==> src/mpt_pkg.sv <==
// Operation
// Latch first half-word, then drop half-select
// Decode window pulses low 350 ns later
// Commands asserted only inside decode window
// Three-bit field picks one of eight; zero idle
// Hold first half until second half decoded
// Two-stage next-state pipeline feeds store address
// All timing derived from 4 MHz master tick; the decode window counts 10 MHz clock cycles instead
// Process cycle spans two sequence-advance pulses
// Single, fifteen or sixteen shift pulses per cycle
// Four-bit counter, carry low then high after 16
// Carry high blocks shifts, raises half-select
// Slot after last shift strobes latch, ends cycle
// Fifteen mode preloads counter to one
// Single mode passes exactly one shift pulse
// Scaler reads halve shift rate first 13 places
// Halving ends at counter code twelve
// Rate switches only on master tick
// Store address is half-select plus seven state bits
// Reset: half-select low, counter clear, commands idle
package mpt_pkg;
    localparam int CLK_HZ = 10_000_000;
    localparam int MOSC_HZ = 4_000_000;
    localparam int DEC_DLY_NS = 350;
    localparam int DEC_WIN_NS = 250;
    localparam int CLK_NS = 1_000_000_000 / CLK_HZ;
    localparam int DEC_DLY_CYC = (DEC_DLY_NS + CLK_NS - 1) / CLK_NS;
    localparam int DEC_WIN_CYC = (DEC_WIN_NS / CLK_NS < 1) ? 1 : DEC_WIN_NS / CLK_NS;
    localparam int CNT_W = 4;
    localparam int STATE_W = 7;
    localparam int FIELD_W = 3;
    localparam int N_FIELDS = 2;
    localparam int CODE_W = 16;
    localparam int BIT_SINGLE_N = 6;
    localparam int BIT_FIFTEEN = 7;
    localparam logic [3:0] CNT_FIFTEEN_LOAD = 4'h1;
    localparam logic [3:0] CNT_REST = 4'hf;
    localparam logic [1:0] CNT_HALVE_END = 2'h3;
    localparam logic [1:0] DIV_NORMAL = 2'h1;
    localparam logic [1:0] DIV_HALVED = 2'h3;
    localparam logic [11:0] ADDR_CTRL = 12'h000;
    localparam logic [11:0] ADDR_STATUS = 12'h004;
    localparam logic [11:0] ADDR_CYCLES = 12'h008;
    localparam logic [31:0] CTRL_RESET = 32'h0000_0000;
    typedef enum logic [2:0] {
        ST_IDLE,
        ST_ADV,
        ST_STB_WAIT,
        ST_STB,
        ST_SHIFT
    } mpt_state_e;
endpackage : mpt_pkg

==> src/mpt_timing.sv <==
`timescale 1ns/10ps
module mpt_timing #(
    parameter int CODE_W = mpt_pkg::CODE_W,
    parameter int N_FIELDS = mpt_pkg::N_FIELDS
) (
    input wire logic CLOCK,
    input wire logic SYS_RST,
    input wire logic PSEL,
    input wire logic PENABLE,
    input wire logic PWRITE,
    input wire logic [11:0] PADDR,
    input wire logic [31:0] PWDATA,
    output logic [31:0] PRDATA,
    output logic PREADY,
    output logic PSLVERR,
    input wire logic [CODE_W-1:0] MCODE,
    input wire logic [mpt_pkg::STATE_W-1:0] NEXT_STATE_LINES,
    input wire logic SCALER_RD,
    output logic [mpt_pkg::STATE_W:0] STORE_ADDR,
    output logic HALF_SEL,
    output logic SEQ_ADV_CLK_N,
    output logic COMMAND_LATCH_STROBE,
    output logic DECODE_WINDOW_PULSE_N,
    output logic SHIFT_CLK,
    output logic PLUGIN_SIDE_CLOCK,
    output logic MASTER_OSC_CLOCK,
    output logic COUNTER_CARRY,
    output logic [CODE_W-1:0] FIRST_CODES,
    output logic [N_FIELDS*8-1:0] DEC_CMD
);
    localparam int SW = mpt_pkg::STATE_W;
    localparam int FW = mpt_pkg::FIELD_W;

    function automatic logic [7:0] dec8(input logic [FW-1:0] f);
        logic [7:0] o;
        o = 8'h00;
        o[f] = 1'b1;
        o[0] = 1'b0;
        return o;
    endfunction : dec8

    // Fractional accumulator: 4 MHz average tick from the 10 MHz clock
    logic [23:0] acc_ff;
    logic mtick;
    logic [23:0] acc_sum;
    assign acc_sum = acc_ff + 24'(mpt_pkg::MOSC_HZ / 1000);
    assign mtick = acc_sum >= 24'(mpt_pkg::CLK_HZ / 1000);
    always_ff @(posedge CLOCK or posedge SYS_RST) begin
        if (SYS_RST) begin
            acc_ff <= 24'h00_0000;
        end else if (mtick) begin
            acc_ff <= acc_sum - 24'(mpt_pkg::CLK_HZ / 1000);
        end else begin
            acc_ff <= acc_sum;
        end
    end

    logic mosc_ff;
    always_ff @(posedge CLOCK or posedge SYS_RST) begin
        if (SYS_RST) begin
            mosc_ff <= 1'b0;
        end else if (mtick) begin
            mosc_ff <= ~mosc_ff;
        end
    end
    assign MASTER_OSC_CLOCK = mosc_ff;

    // Slot divider; limit changes only on a master tick
    logic [1:0] div_ff;
    logic halve_ff;
    logic slot;
    logic [1:0] div_lim;
    assign div_lim = halve_ff ? mpt_pkg::DIV_HALVED : mpt_pkg::DIV_NORMAL;
    assign slot = mtick && (div_ff >= div_lim);
    always_ff @(posedge CLOCK or posedge SYS_RST) begin
        if (SYS_RST) begin
            div_ff <= 2'h0;
        end else if (mtick) begin
            div_ff <= slot ? 2'h0 : div_ff + 2'h1;
        end
    end

    logic pis_ff;
    always_ff @(posedge CLOCK or posedge SYS_RST) begin
        if (SYS_RST) begin
            pis_ff <= 1'b0;
        end else if (slot) begin
            pis_ff <= ~pis_ff;
        end
    end
    assign PLUGIN_SIDE_CLOCK = pis_ff;

    // Register file
    logic run_ff;
    logic [31:0] cycles_ff;
    logic [31:0] rdata;
    logic mapped;
    mpt_pkg::mpt_state_e state_ff;
    logic [mpt_pkg::CNT_W-1:0] cnt_ff;
    logic pulsed_ff;
    always_comb begin
        mapped = 1'b1;
        rdata = 32'h0000_0000;
        case (PADDR)
            mpt_pkg::ADDR_CTRL: rdata = {31'h0000_0000, run_ff};
            mpt_pkg::ADDR_STATUS: rdata = {20'h0_0000, halve_ff, COUNTER_CARRY,
                HALF_SEL, SEQ_ADV_CLK_N, cnt_ff, 1'b0, state_ff};
            mpt_pkg::ADDR_CYCLES: rdata = cycles_ff;
            default: mapped = 1'b0;
        endcase
    end
    assign PREADY = 1'b1;
    always_ff @(posedge CLOCK or posedge SYS_RST) begin
        if (SYS_RST) begin
            PRDATA <= 32'h0000_0000;
            PSLVERR <= 1'b0;
        end else if (PSEL && !PENABLE) begin
            PRDATA <= PWRITE ? 32'h0000_0000 : rdata;
            PSLVERR <= ~mapped;
        end
    end
    always_ff @(posedge CLOCK or posedge SYS_RST) begin
        if (SYS_RST) begin
            run_ff <= mpt_pkg::CTRL_RESET[0];
        end else if (PSEL && PENABLE && PWRITE && PADDR == mpt_pkg::ADDR_CTRL) begin
            run_ff <= PWDATA[0];
        end
    end

    // Process-cycle sequencer
    logic single_n;
    logic fifteen;
    logic [mpt_pkg::CNT_W-1:0] cnt_nxt;
    logic last_shift;
    assign single_n = MCODE[mpt_pkg::BIT_SINGLE_N];
    assign fifteen = MCODE[mpt_pkg::BIT_FIFTEEN];
    // Fifteen mode preloads one so wrap comes a pulse early
    assign cnt_nxt = (!pulsed_ff && fifteen) ? mpt_pkg::CNT_FIFTEEN_LOAD
        : cnt_ff + 4'h1;
    assign last_shift = !single_n || (cnt_nxt == mpt_pkg::CNT_REST);

    logic half_ff;
    logic adv_n_ff;
    logic stb_ff;
    logic shift_ff;
    logic carry_ff;
    logic start_dec_ff;
    logic dly_ff;
    logic win_n_ff;
    logic dec_busy;
    // Closing pulse waits for the window, else single mode loses its commands
    assign dec_busy = start_dec_ff || dly_ff || !win_n_ff;
    always_ff @(posedge CLOCK or posedge SYS_RST) begin
        if (SYS_RST) begin
            state_ff <= mpt_pkg::ST_IDLE;
            half_ff <= 1'b0;
            adv_n_ff <= 1'b1;
            stb_ff <= 1'b0;
            shift_ff <= 1'b0;
            carry_ff <= 1'b1;
            cnt_ff <= 4'h0;
            pulsed_ff <= 1'b0;
            start_dec_ff <= 1'b0;
            cycles_ff <= 32'h0000_0000;
        end else begin
            shift_ff <= 1'b0;
            start_dec_ff <= 1'b0;
            case (state_ff)
                mpt_pkg::ST_IDLE: begin
                    if (slot && run_ff) begin
                        half_ff <= 1'b1;
                        state_ff <= mpt_pkg::ST_ADV;
                    end
                end
                mpt_pkg::ST_ADV: begin
                    if (mtick) begin
                        adv_n_ff <= 1'b0;
                        state_ff <= mpt_pkg::ST_STB_WAIT;
                    end
                end
                mpt_pkg::ST_STB_WAIT: begin
                    // Slot after the last shift strobes instead of shifting
                    if (slot) begin
                        stb_ff <= 1'b1;
                        state_ff <= mpt_pkg::ST_STB;
                    end
                end
                mpt_pkg::ST_STB: begin
                    if (mtick) begin
                        stb_ff <= 1'b0;
                        half_ff <= 1'b0;
                        adv_n_ff <= 1'b1;
                        start_dec_ff <= 1'b1;
                        cycles_ff <= cycles_ff + 32'h0000_0001;
                        // Rest at all ones: carry high, first count wraps to zero, or loads one in fifteen mode
                        cnt_ff <= mpt_pkg::CNT_REST;
                        pulsed_ff <= 1'b0;
                        state_ff <= run_ff ? mpt_pkg::ST_SHIFT : mpt_pkg::ST_IDLE;
                    end
                end
                mpt_pkg::ST_SHIFT: begin
                    if (slot && !(last_shift && dec_busy)) begin
                        shift_ff <= 1'b1;
                        pulsed_ff <= 1'b1;
                        if (single_n) begin
                            cnt_ff <= cnt_nxt;
                            carry_ff <= (cnt_nxt == mpt_pkg::CNT_REST);
                        end
                        if (last_shift) begin
                            half_ff <= 1'b1;
                            state_ff <= mpt_pkg::ST_ADV;
                        end
                    end
                end
                default: state_ff <= mpt_pkg::ST_IDLE;
            endcase
        end
    end
    assign HALF_SEL = half_ff;
    assign SEQ_ADV_CLK_N = adv_n_ff;
    assign COMMAND_LATCH_STROBE = stb_ff;
    assign SHIFT_CLK = shift_ff;
    assign COUNTER_CARRY = carry_ff;

    // Halved rate for scaler strobing; decided on master ticks only
    // Upper bits both high at code twelve, thirteen counts from rest
    always_ff @(posedge CLOCK or posedge SYS_RST) begin
        if (SYS_RST) begin
            halve_ff <= 1'b0;
        end else if (mtick) begin
            halve_ff <= SCALER_RD && state_ff == mpt_pkg::ST_SHIFT && pulsed_ff
                && single_n && cnt_ff[3:2] != mpt_pkg::CNT_HALVE_END;
        end
    end

    // Two-stage next-state address pipeline
    logic [SW-1:0] stage1_ff;
    logic [SW-1:0] stage2_ff;
    always_ff @(posedge CLOCK or posedge SYS_RST) begin
        if (SYS_RST) begin
            stage1_ff <= '0;
            stage2_ff <= '0;
        end else begin
            if (state_ff == mpt_pkg::ST_STB_WAIT && slot && half_ff) begin
                stage1_ff <= NEXT_STATE_LINES;
            end
            if (state_ff == mpt_pkg::ST_STB && mtick) begin
                stage2_ff <= stage1_ff;
            end
        end
    end
    assign STORE_ADDR = {half_ff, stage2_ff};

    // First half-word held until second half is decoded
    logic [CODE_W-1:0] first_ff;
    always_ff @(posedge CLOCK or posedge SYS_RST) begin
        if (SYS_RST) begin
            first_ff <= '0;
        end else if (state_ff == mpt_pkg::ST_STB && mtick) begin
            first_ff <= MCODE;
        end
    end
    assign FIRST_CODES = first_ff;

    // Decode window after the half-select fall
    logic [7:0] wcnt_ff;
    always_ff @(posedge CLOCK or posedge SYS_RST) begin
        if (SYS_RST) begin
            wcnt_ff <= 8'h00;
            win_n_ff <= 1'b1;
            dly_ff <= 1'b0;
        end else if (start_dec_ff) begin
            wcnt_ff <= 8'(mpt_pkg::DEC_DLY_CYC - 2);
            dly_ff <= 1'b1;
            win_n_ff <= 1'b1;
        end else if (wcnt_ff != 8'h00) begin
            wcnt_ff <= wcnt_ff - 8'h01;
        end else if (dly_ff) begin
            dly_ff <= 1'b0;
            win_n_ff <= 1'b0;
            wcnt_ff <= 8'(mpt_pkg::DEC_WIN_CYC - 1);
        end else begin
            win_n_ff <= 1'b1;
        end
    end
    assign DECODE_WINDOW_PULSE_N = win_n_ff;

    // Outside the window every field is forced idle
    genvar gi;
    generate
        for (gi = 0; gi < N_FIELDS; gi++) begin : g_dec
            always_ff @(posedge CLOCK or posedge SYS_RST) begin
                if (SYS_RST) begin
                    DEC_CMD[gi*8 +: 8] <= 8'h00;
                end else begin
                    DEC_CMD[gi*8 +: 8] <= (!win_n_ff && !half_ff)
                        ? dec8(MCODE[gi*FW +: FW]) : 8'h00;
                end
            end
        end
    endgenerate
endmodule : mpt_timing

==> config.mk <==
export PLATFORM = sky130hd
export DESIGN_NAME = mpt_timing
export DESIGN_NICKNAME = d
export VERILOG_FILES = /design/src/mpt_pkg.sv /design/src/mpt_timing.sv
export SDC_FILE = /design/constraint.sdc
export NUM_CORES = 1
export LEC_CHECK = 0
export BUFFER_PORTS_ARGS = -buffer_cell sky130_fd_sc_hd__buf_2
export CORE_ASPECT_RATIO = 2
export CORE_MARGIN = 2
export CORE_UTILIZATION = 40
export CTS_BUF_LIST = sky130_fd_sc_hd__clkbuf_4 sky130_fd_sc_hd__clkbuf_8
export CTS_CLUSTER_DIAMETER = 120
export CTS_CLUSTER_SIZE = 30
export DETAILED_ROUTE_END_ITERATION = 7
export PLACE_DENSITY = 0.66
export SETUP_SLACK_MARGIN = 0.3
export SKIP_LAST_GASP = 1
export SLEW_MARGIN = 20
export SYNTH_ARGS = -nofsm -noshare
export SYNTH_HDL_FRONTEND = slang
export SYNTH_SLANG_ARGS = --single-unit
==> constraint.sdc <==
create_clock -name CLOCK -period 6 [get_ports CLOCK]
set_clock_uncertainty 0.05 [all_clocks]
set_input_delay 0.3 -clock CLOCK [delete_from_list [all_inputs] [get_ports CLOCK]]
set_output_delay 0.3 -clock CLOCK [all_outputs]
set_load 0.02 [all_outputs]
## Word level (Yosys, flattened, before mapping)

Index checks and enable logic that the tools add are counted.

- RAM bits: 0
- Input port bits: 73
- Flip-flop bits (word level): 165
- Word-level logic and storage cells: 150
- Memories kept: 0
- Output and inout bits: 82
- Latch bits: 0
- ROM bits: 0

- Eq/ne operators: 16
- Add/sub/neg operators: 6
- Div/mod/pow operators: 0
- Shifts and indexed selects: 0
- Bitwise operators: 3
- $mul: 0
- Magnitude comparators: 6
- Mux-type cells: 48
- Reductions and logical operators: 45

Operator list:

| kind | count |
|---|---|
| 32-bit one-hot mux with 3 select lines | 1 |
| 8-bit two-way mux | 5 |
| 32-bit by 1-bit adder with 32-bit output, second input constant | 1 |
| 32-bit two-way mux | 1 |
| 24-bit by 12-bit adder with 24-bit output, second input constant | 1 |
| 24-bit by 14-bit greater-or-equal comparator with 1-bit output, second input constant | 1 |
| 24-bit two-way mux | 1 |
| 24-bit by 14-bit subtractor with 24-bit output, second input constant | 1 |
| 3-bit two-way mux | 7 |
| 1-bit logical AND | 19 |
| 1-bit two-way mux | 19 |
| 2-bit inequality test, second input constant | 9 |
| 4-bit two-way mux | 4 |
| 3-bit one-hot mux with 5 select lines | 1 |
| 12-bit by 3-bit equality test with 1-bit output, second input constant | 1 |
| 12-bit by 4-bit equality test with 1-bit output, second input constant | 1 |
| 12-bit logical NOT | 1 |
| 3-bit AND reduction | 4 |
| 3-bit by 4-bit less-than comparator with 1-bit output, second input constant | 2 |
| 4-bit one-hot mux with 2 select lines | 1 |
| 8-bit nonzero test | 1 |
| 8-bit by 1-bit subtractor with 8-bit output, second input constant | 1 |
| 1-bit demux with 3-bit select | 2 |
| 3-bit by 2-bit equality test with 1-bit output, second input constant | 2 |
| 21 further kinds | 37 |

## Logic depth before layout (Yosys ltp)

Gate-level depths: netlist of the first run.

- Word-level depth: 10
- Mapped depth: 12
- Mapped depth without buffers: 9

## Worst setup path before layout of the first run

Ideal clock, no wire load.

- Kind: register -> register
- From: reg acc_ff[5]
- To: reg acc_ff[10]
- Library setup time: 0.129 ns
- Data required time: 5.821 ns
- Path buffers: 2
- Stages on the path, launching flop included: 12
- Slack: 2.950 ns
- Data arrival time: 2.871 ns
- Period minus slack after synthesis: 3.050 ns
- Path through: dfrtp_1 ha_1 clkbuf_1 nor2_1 a21o_1 o31a_1 a311oi_2 or4b_1 buf_2 a2111oi_4 nor2_1 xnor2_1

- Cells in the longest elaborated chain, start to end: 3
- Elaborated cells between the ends (all ways): 4
- Those cells by class: 2 x add/sub; 1 x order compare; 1 x mux

RTL lines:

| element | line | source |
|---|---|---|
| start, declared | mpt_timing.sv:43 | `logic [23:0] acc_ff;` |
| start signal, assigned | mpt_timing.sv:52 | `acc_ff <= acc_sum - 24'(mpt_pkg::CLK_HZ / 1000);` |
| start signal, assigned | mpt_timing.sv:54 | `acc_ff <= acc_sum;` |
| 24-bit by 12-bit adder with 24-bit output * | mpt_timing.sv:46 | `assign acc_sum = acc_ff + 24'(mpt_pkg::MOSC_HZ / 1000);` |
| 24-bit by 14-bit subtractor with 24-bit output / 24-bit by 14-bit greater-or-equal comparator with 1-bit output (equally long branches) | mpt_timing.sv:52, mpt_timing.sv:47 |  |
| 24-bit two-way mux * | mpt_timing.sv:51 | `end else if (mtick) begin` |

Mark *: on every way between the ends. The rest lies on a longest branch, timed or not.
A chain may end at the register's enable or synchronous reset.

## Final worst setup path of the first run

- From: reg acc_ff[5]
- To: reg cycles_ff[3]

- Cells in the longest elaborated chain, start to end: 3

RTL lines:

| element | line | source |
|---|---|---|
| 24-bit by 12-bit adder with 24-bit output | mpt_timing.sv:46 |  |
| 24-bit by 14-bit greater-or-equal comparator with 1-bit output | mpt_timing.sv:47 | `assign mtick = acc_sum >= 24'(mpt_pkg::CLK_HZ / 1000);` |
| 2-bit AND reduction (no source line) | -- |  |
| end signal, assigned | mpt_timing.sv:194 | `cycles_ff <= cycles_ff + 32'h0000_0001;` |
| end, declared | mpt_timing.sv:95 | `logic [31:0] cycles_ff;` |

No other way between the ends.

==> results of run 1 <==
worst max-delay path, delay by kind of cell (launching register included):
kind	cells	cell delay [ns]
xor+xnor	1	0.14
flops	1	0.47
compound gates	1	0.34
buf+inv	2	0.58
fa+ha+maj	1	0.37
simple gates	6	1.97
registers in the layout, indices dropped and copies added, names as in the netlist, 2 cells and up:
signal and count:
PRDATA 32, cycles_ff 32, acc_ff 20, FIRST_CODES 16, DEC_CMD 14, wcnt_ff 8, stage1_ff 7, stage2_ff 7
cnt_ff 4, state_ff 3, div_ff 2
layout make-up:
cell class | instances | area [sq um]
multi-input combinational | 463 | 3270
clock inverter | 13 | 150
sequential | 159 | 3980
fill | 1695 | 9490
tap | 216 | 270
timing repair buffer | 141 | 813
clock buffer | 19 | 262
inverter | 16 | 65.1
kinds of logic after synthesis:
logic type | count (synthesis)
mux | 41
buf+inv | 48
simple gates | 236
xor+xnor | 67
compound gates | 107
other cells | 2
fa+ha+maj | 9
flops | 159
layout by cell type (no fill, tap or decap), types with 19 or more instances in the layout:
cell / count
xnor2_1: 51
o21ai_0: 27
clkbuf_8: 19
a22o_1: 21
nand2_1: 59
mux2_1: 20
nand3_1: 26
nor3_1: 23
buf_2: 120
nor2_1: 44
dfrtp_1: 156
worst max path at each step:
stage               startpoint              endpoint  slack [ns]  cells after the start
floorplan              SYS_RST  COMMAND_LATCH_STROBE        1.36                      1
global placement     acc_ff[5]          cycles_ff[8]        1.95                     10
detailed placement   acc_ff[5]          cycles_ff[8]        1.89                     10
CTS                  acc_ff[5]          cycles_ff[8]        1.87                     10
global route         acc_ff[5]          cycles_ff[3]        1.66                     11
finish               acc_ff[5]          cycles_ff[3]        1.96                     11
metrics by stage:
step / std cells / power (mW) / hold WS [ns] / setup slack (ns)
CTS: 1026 / 3.06 / 0.000244 / 1.87
finish: 1027 / 3.04 / 0.0234 / 1.96
global route: 1027 / 3.21 / 0.0127 / 1.66
global placement: 980 / 2.20 / 0.407 / 1.95
floorplan: 670 / 1.97 / 0.320 / 1.36
detailed placement: 980 / 2.23 / 0.404 / 1.89
layer usage:
| layer | global-route usage, % | vias up | share of wire (%) |
|---|---|---|---|
| met3 | 3.01 | 30 | 3.2 |
| li1 | - | 2630 | - |
| met1 | 19.4 | 2770 | 38 |
| met5 | 0 | - | 0 |
| met4 | 7.41 | 0 | 2.6 |
| met2 | 32.7 | 125 | 56 |
power by group:
group | switching (mW) | total [mW] | internal (mW)
clock network | 0.418 | 0.817 | 0.400
registers | 0.158 | 1.43 | 1.27
logic | 0.464 | 0.796 | 0.332
==> summary.txt, run 1 <==
Share of the synthesized area in the top cell type: 52.3%
Max Freq: 247 MHz
Synth Area in Adders: 1.51%
Mux cell area share after synthesis: 6.04%
Die area: 0.0198 sq mm
Routed WL: 16.7 mm
Yosys Warn Count: 0
Vias in the first global route: 5,637
Area contributors post-synth: dfrtp_1, xnor2_1, mux2_1, nand2_1, a22o_1
Via density per instance: 5.41
Post-CTS setup buffers: 0
Layout Nets: 880
Post-synthesis register bit count: 159
Endpoint class of the critical path: flop
Final hold vios: 0
Post-DP Area: 0.00823 sq mm
R2R Path End: cycles_ff[3]
Lkg Pwr: 4.05 nW
Slew headroom: 30.0%
Die H: 197 microns
Fin util: 48.1%
Final antenna-violating net count: 0
Reg2reg setup slack: 1.96 ns
Max Cap Violations: 0
Hold Path End: stage1_ff[2]
Mapped Area: 0.00746 sq mm
CP max stage cell: nor4b_4
Global route overflow: 0
Area leader, netlist: dfrtp_1
Final setup vio count: 0
Synth async-reset ratio: 100%
Worst Setup Start Kind: flop
Pwr dens: 345 mW/mm^2
Critical Path RT: 6.29 ns
Initial core utilization: 40.7%
Synth Flop Type: dfrtp_1
Post-route minimum period: 4.04 ns
Area growth, synth to finish: 18.2%
Period utilization: 67.4%
Initial DRC Count: 330
Drt drc: 0
CTS Buf Count: 17
Pin count of the biggest net entering global routing: 96
Number of port buffers: 120
Gates resized, CTS repair: 0
Seq/Total Area, Yosys: 53.4%
Rows: 70
Post-route cell area: 0.00881 sq mm
Synth Area in Simple Gates: 17.4%
RSZ-0062 raised after global routing: no
DR WL/cell: 16.2 microns
EDFF count, synth: 0
Least-Margin Pin Slew: 1.04 ns
Synth unique cells: 73
Crit path max fanout: 19
Hold wc startpoint: NEXT_STATE_LINES[2]
Clk sinks: 159
GR Util All Layers: 17.6%
Worst R2R Start: acc_ff[5]
Initial antenna violation count: 0
H-Tree Depth: 4
CTS root buf: clkbuf_8
First-pass GRT wire length: 27.7 mm
Gpl congestion: 0.835
Post-synthesis xor/xnor area fraction: 7.97%
Io pins: 155
Core footprint: 0.0183 sq mm
Post-synth top cells: dfrtp_1, nand2_1, xnor2_1
Setup TNS: 0 ns
Hold buffers post-CTS: 14
Post-DP HPWL: 12.1 mm
Status: complete, no violations
CTS clock-pin slew for the worst setup and hold paths: 0.09 ns
Worst-Skew Late Latency: 0.45 ns
Critical path class: reg2reg
Vias: 5,555
VDD IR-drop max: 136 uV
CP max stage delay: 0.71 ns
Crit-path cells: ha_1 > or2_2 > nor2_2 > nand4b_1 > a311oi_2 > nor4b_4 > buf_4 > nor2_4 > buf_16 > and4_1 > xor2_1
Layout cells sized above 1: 24.4%
Hold Crit Class: in2reg
Reg2reg path depth: 11
# diodes: 0
1st-pass router iterations: 4
CTS tree: yes
Largest family of logic cells by synthesized area: simple AND/OR/NAND/NOR gates
Compound-cell area share of the yosys netlist: 10.6%
Max Slew Vio Count: 0
Syn Area/Cell: 11.1 sq um
Clock tree buffer depth: 2
Die W: 101 microns
Critical Path AT: 4.33 ns
Mapped Cells: 669
Most frequent cell after synthesis: dfrtp_1
Hold Path Depth: 2
(Power assumes the default switching activity.)
==> run 2: changes to the inputs <==
--- a/config.mk
+++ b/config.mk
@@ -13,7 +13,7 @@
 export CTS_CLUSTER_DIAMETER = 120
 export CTS_CLUSTER_SIZE = 30
 export DETAILED_ROUTE_END_ITERATION = 7
-export PLACE_DENSITY = 0.66
+export PLACE_DENSITY = 0.69
 export SETUP_SLACK_MARGIN = 0.3
 export SKIP_LAST_GASP = 1
 export SLEW_MARGIN = 20
==> constraint.sdc (replaced) <==
create_clock -name CLOCK -period 3.7 [get_ports CLOCK]
set_clock_uncertainty 0.05 [all_clocks]
set_input_delay 0.185 -clock CLOCK [delete_from_list [all_inputs] [get_ports CLOCK]]
set_output_delay 0.185 -clock CLOCK [all_outputs]
set_load 0.02 [all_outputs]
==> run 2 against run 1 <==
Cell count rose by 3.7%. Highest routed layer unchanged. Register-to-register slack worse by 1.5 ns. Final area is 3.6% higher. Critical endpoint unchanged. Maximum frequency grew 25%. Worst setup slack worse by 1.5 ns. Sequential cell count stayed put.
==> summary.txt, run 2 (synthesis results as in run 1) <==
Final setup vio count: 0 (unchanged)
Via density per instance: 5.31 (-1.8%)
Status: complete, no violations
Die area: 0.0198 sq mm (unchanged)
Drt drc: 0 (unchanged)
Layout Nets: 918 (+4.3%)
Crit-path cells: or4_4 > nor2_4 > nand4b_1 > a311oi_2 > nor4b_4 > buf_6 > nor2_4 > buf_4 > and4_1 > xor2_1
Hold Crit Class: in2reg
Lkg Pwr: 4.22 nW (+4.2%)
CTS root buf: clkbuf_8
Post-route cell area: 0.00913 sq mm (+3.6%)
Initial core utilization: 40.7% (unchanged)
Max Freq: 310 MHz (+25%)
DR WL/cell: 16.1 microns (-1.2%)
Final antenna-violating net count: 0 (unchanged)
Gpl congestion: 0.885 (+5.9%)
Area growth, synth to finish: 22.4%
Reg2reg setup slack: 0.47 ns (-1.48 ns)
Critical path class: reg2reg
CTS tree: yes
Rows: 70 (unchanged)
Routed WL: 17.1 mm (+2.5%)
GR Util All Layers: 18.1% (+0.52 points)
Final hold vios: 0 (unchanged)
First-pass GRT wire length: 28.5 mm (+2.8%)
Initial DRC Count: 171 (-48%)
Critical Path RT: 3.97 ns (-2.32 ns)
Clock tree buffer depth: 2 (unchanged)
Least-Margin Pin Slew: 0.803 ns (-0.232 ns)
CTS Buf Count: 17 (unchanged)
Layer with the highest usage: met2
CP Buf/Inv Count: 2 (unchanged)
Initial antenna violation count: 0 (unchanged)
M1 GR Usage: 18.8% (-0.57 points)
Die W: 101 microns (unchanged)
Reg2reg path depth: 10 (-1)
RSZ-0062 raised after global routing: yes
Post-DP Area: 0.00840 sq mm (+2.1%)
Hold Path End: run_ff
H-Tree Depth: 4 (unchanged)
Met3 Resource Use GR: 2.65% (-0.35 points)
Pwr dens: 533 mW/mm^2 (+54%)
Post-DP HPWL: 12.4 mm (+2.5%)
Crit-path most repeated cell: nor2_4
Largest regs: PRDATA x32, cycles_ff x32, acc_ff x20
Period utilization: 87.3% (+20 points)
Max Slew Vio Count: 0 (unchanged)
Commonest non-fill, non-tap cell in the layout: dfrtp_1
Worst-Skew Late Latency: 0.44 ns (about the same)
Setup TNS: 0 ns (unchanged)
Hold wc startpoint: PADDR[2]
Pin count of the biggest net entering global routing: 127 (+32%)
1st-pass router iterations: 4 (unchanged)
Vias in the first global route: 5,889 (+4.5%)
Layout cells sized above 1: 26.6% (+2.2 points)
Post-route minimum period: 3.23 ns (-0.815 ns)
Clk sinks: 159 (unchanged)
Critical Path AT: 3.50 ns (-0.83 ns)
Hold Path Depth: 4 (+2)
Io pins: 155 (unchanged)
Commonest non-fill, non-tap cells in the layout: dfrtp_1, buf_2, nand2_1
Crit path max fanout: 20 (+1)
Number of port buffers: 120 (unchanged)
Worst Setup Start Kind: flop
Core footprint: 0.0183 sq mm (unchanged)
# diodes: 0 (unchanged)
Max Cap Violations: 0 (unchanged)
Worst R2R Start: acc_ff[11]
Vias: 5,659 (+1.9%)
VDD IR-drop max: 301 uV (+120%)
M2 GR Usage: 34.8% (+2.1 points)
R2R Path End: cycles_ff[3]
CP max stage delay: 0.61 ns (-0.10 ns)
Slew headroom: 46.4% (+16 points)
Die H: 197 microns (unchanged)
CTS clock-pin slew for the worst setup and hold paths: 0.10 ns (about the same)
Endpoint class of the critical path: flop
Global route overflow: 0 (unchanged)
CP delay by family, top: simple AND/OR/NAND/NOR gates
CP max stage cell: or4_4
## run 2: cell count changes in the layout (fill, tap and decap cells not counted), moves of 2 or more
cell,before,now
clkbuf_8,19,17
nor2_1,44,42
buf_4,6,28
dlygate4sd3_1,14,29
inv_6,6,3
inv_8,0,3
## run 2: worst reg2reg max path, delay by kind of cell (launching register included)
family | cells | cell delay [ns]
AND/OR/NAND/NOR | 6 | 1.67
AO/OA/AOI/OAI | 1 | 0.33
flip-flops | 1 | 0.48
XOR/XNOR | 1 | 0.14
buffers and inverters | 2 | 0.44
## run 2: layout make-up
class	count	area, sq um
clock buffers	18	241
multi-input cells	463	3290
clock inverters	14	153
repair buffers	179	1130
fillers	1671	9170
flip-flops and latches	159	3980
well taps	216	270
inverters	16	63.8
## run 2: how the worst max path moves through the flow
stage                     from           end  cells past startpoint
floorplan            acc_ff[5]    acc_ff[10]                     11
global placement     acc_ff[9]  cycles_ff[3]                     10
detailed placement   acc_ff[9]  cycles_ff[3]                     10
CTS                  acc_ff[9]  cycles_ff[3]                     10
global route        acc_ff[11]     cnt_ff[2]                     10
finish              acc_ff[11]  cycles_ff[3]                     10
## run 2: report_power, final
part	leakage (nW)	internal (mW)	switching [mW]	total (mW)
logic	1.98	0.546	0.737	1.28
registers	2.04	2.06	0.251	2.31
clock network	0.196	0.566	0.704	1.27
## run 2: timing repair
item                                   in CTS  in global routing
gates resized for setup                     1                  6
pin swaps                                   0                  2
hold buffers                               29                  0
setup buffers                               0                  3
endpoints found under the hold margin      70                  0
setup endpoints to repair                   1                 52
## run 2: stage by stage
stage / instances / hold slack, ns / setup slack [ns] / power (mW) / util, %
after detailed placement: 1001 / 0.308 / 0.315 / 3.62 / 45.9
after global placement: 1001 / 0.302 / 0.348 / 3.58 / 45.9
after CTS: 1062 / 0.0419 / 0.324 / 4.92 / 49.7
after global routing: 1065 / 0.101 / 0.300 / 5.16 / 49.9
after floorplan: 670 / 0.205 / 0.650 / 3.20 / -
final: 1065 / 0.0694 / 0.471 / 4.86 / 49.9
## run 2: per-layer routing
| metal | vias up | wire length, microns |
|---|---|---|
| met5 | - | 0 |
| met4 | 0 | 548 |
| met3 | 38 | 452 |
| met2 | 121 | 9890 |
| met1 | 2793 | 6210 |
| li1 | 2707 | - |
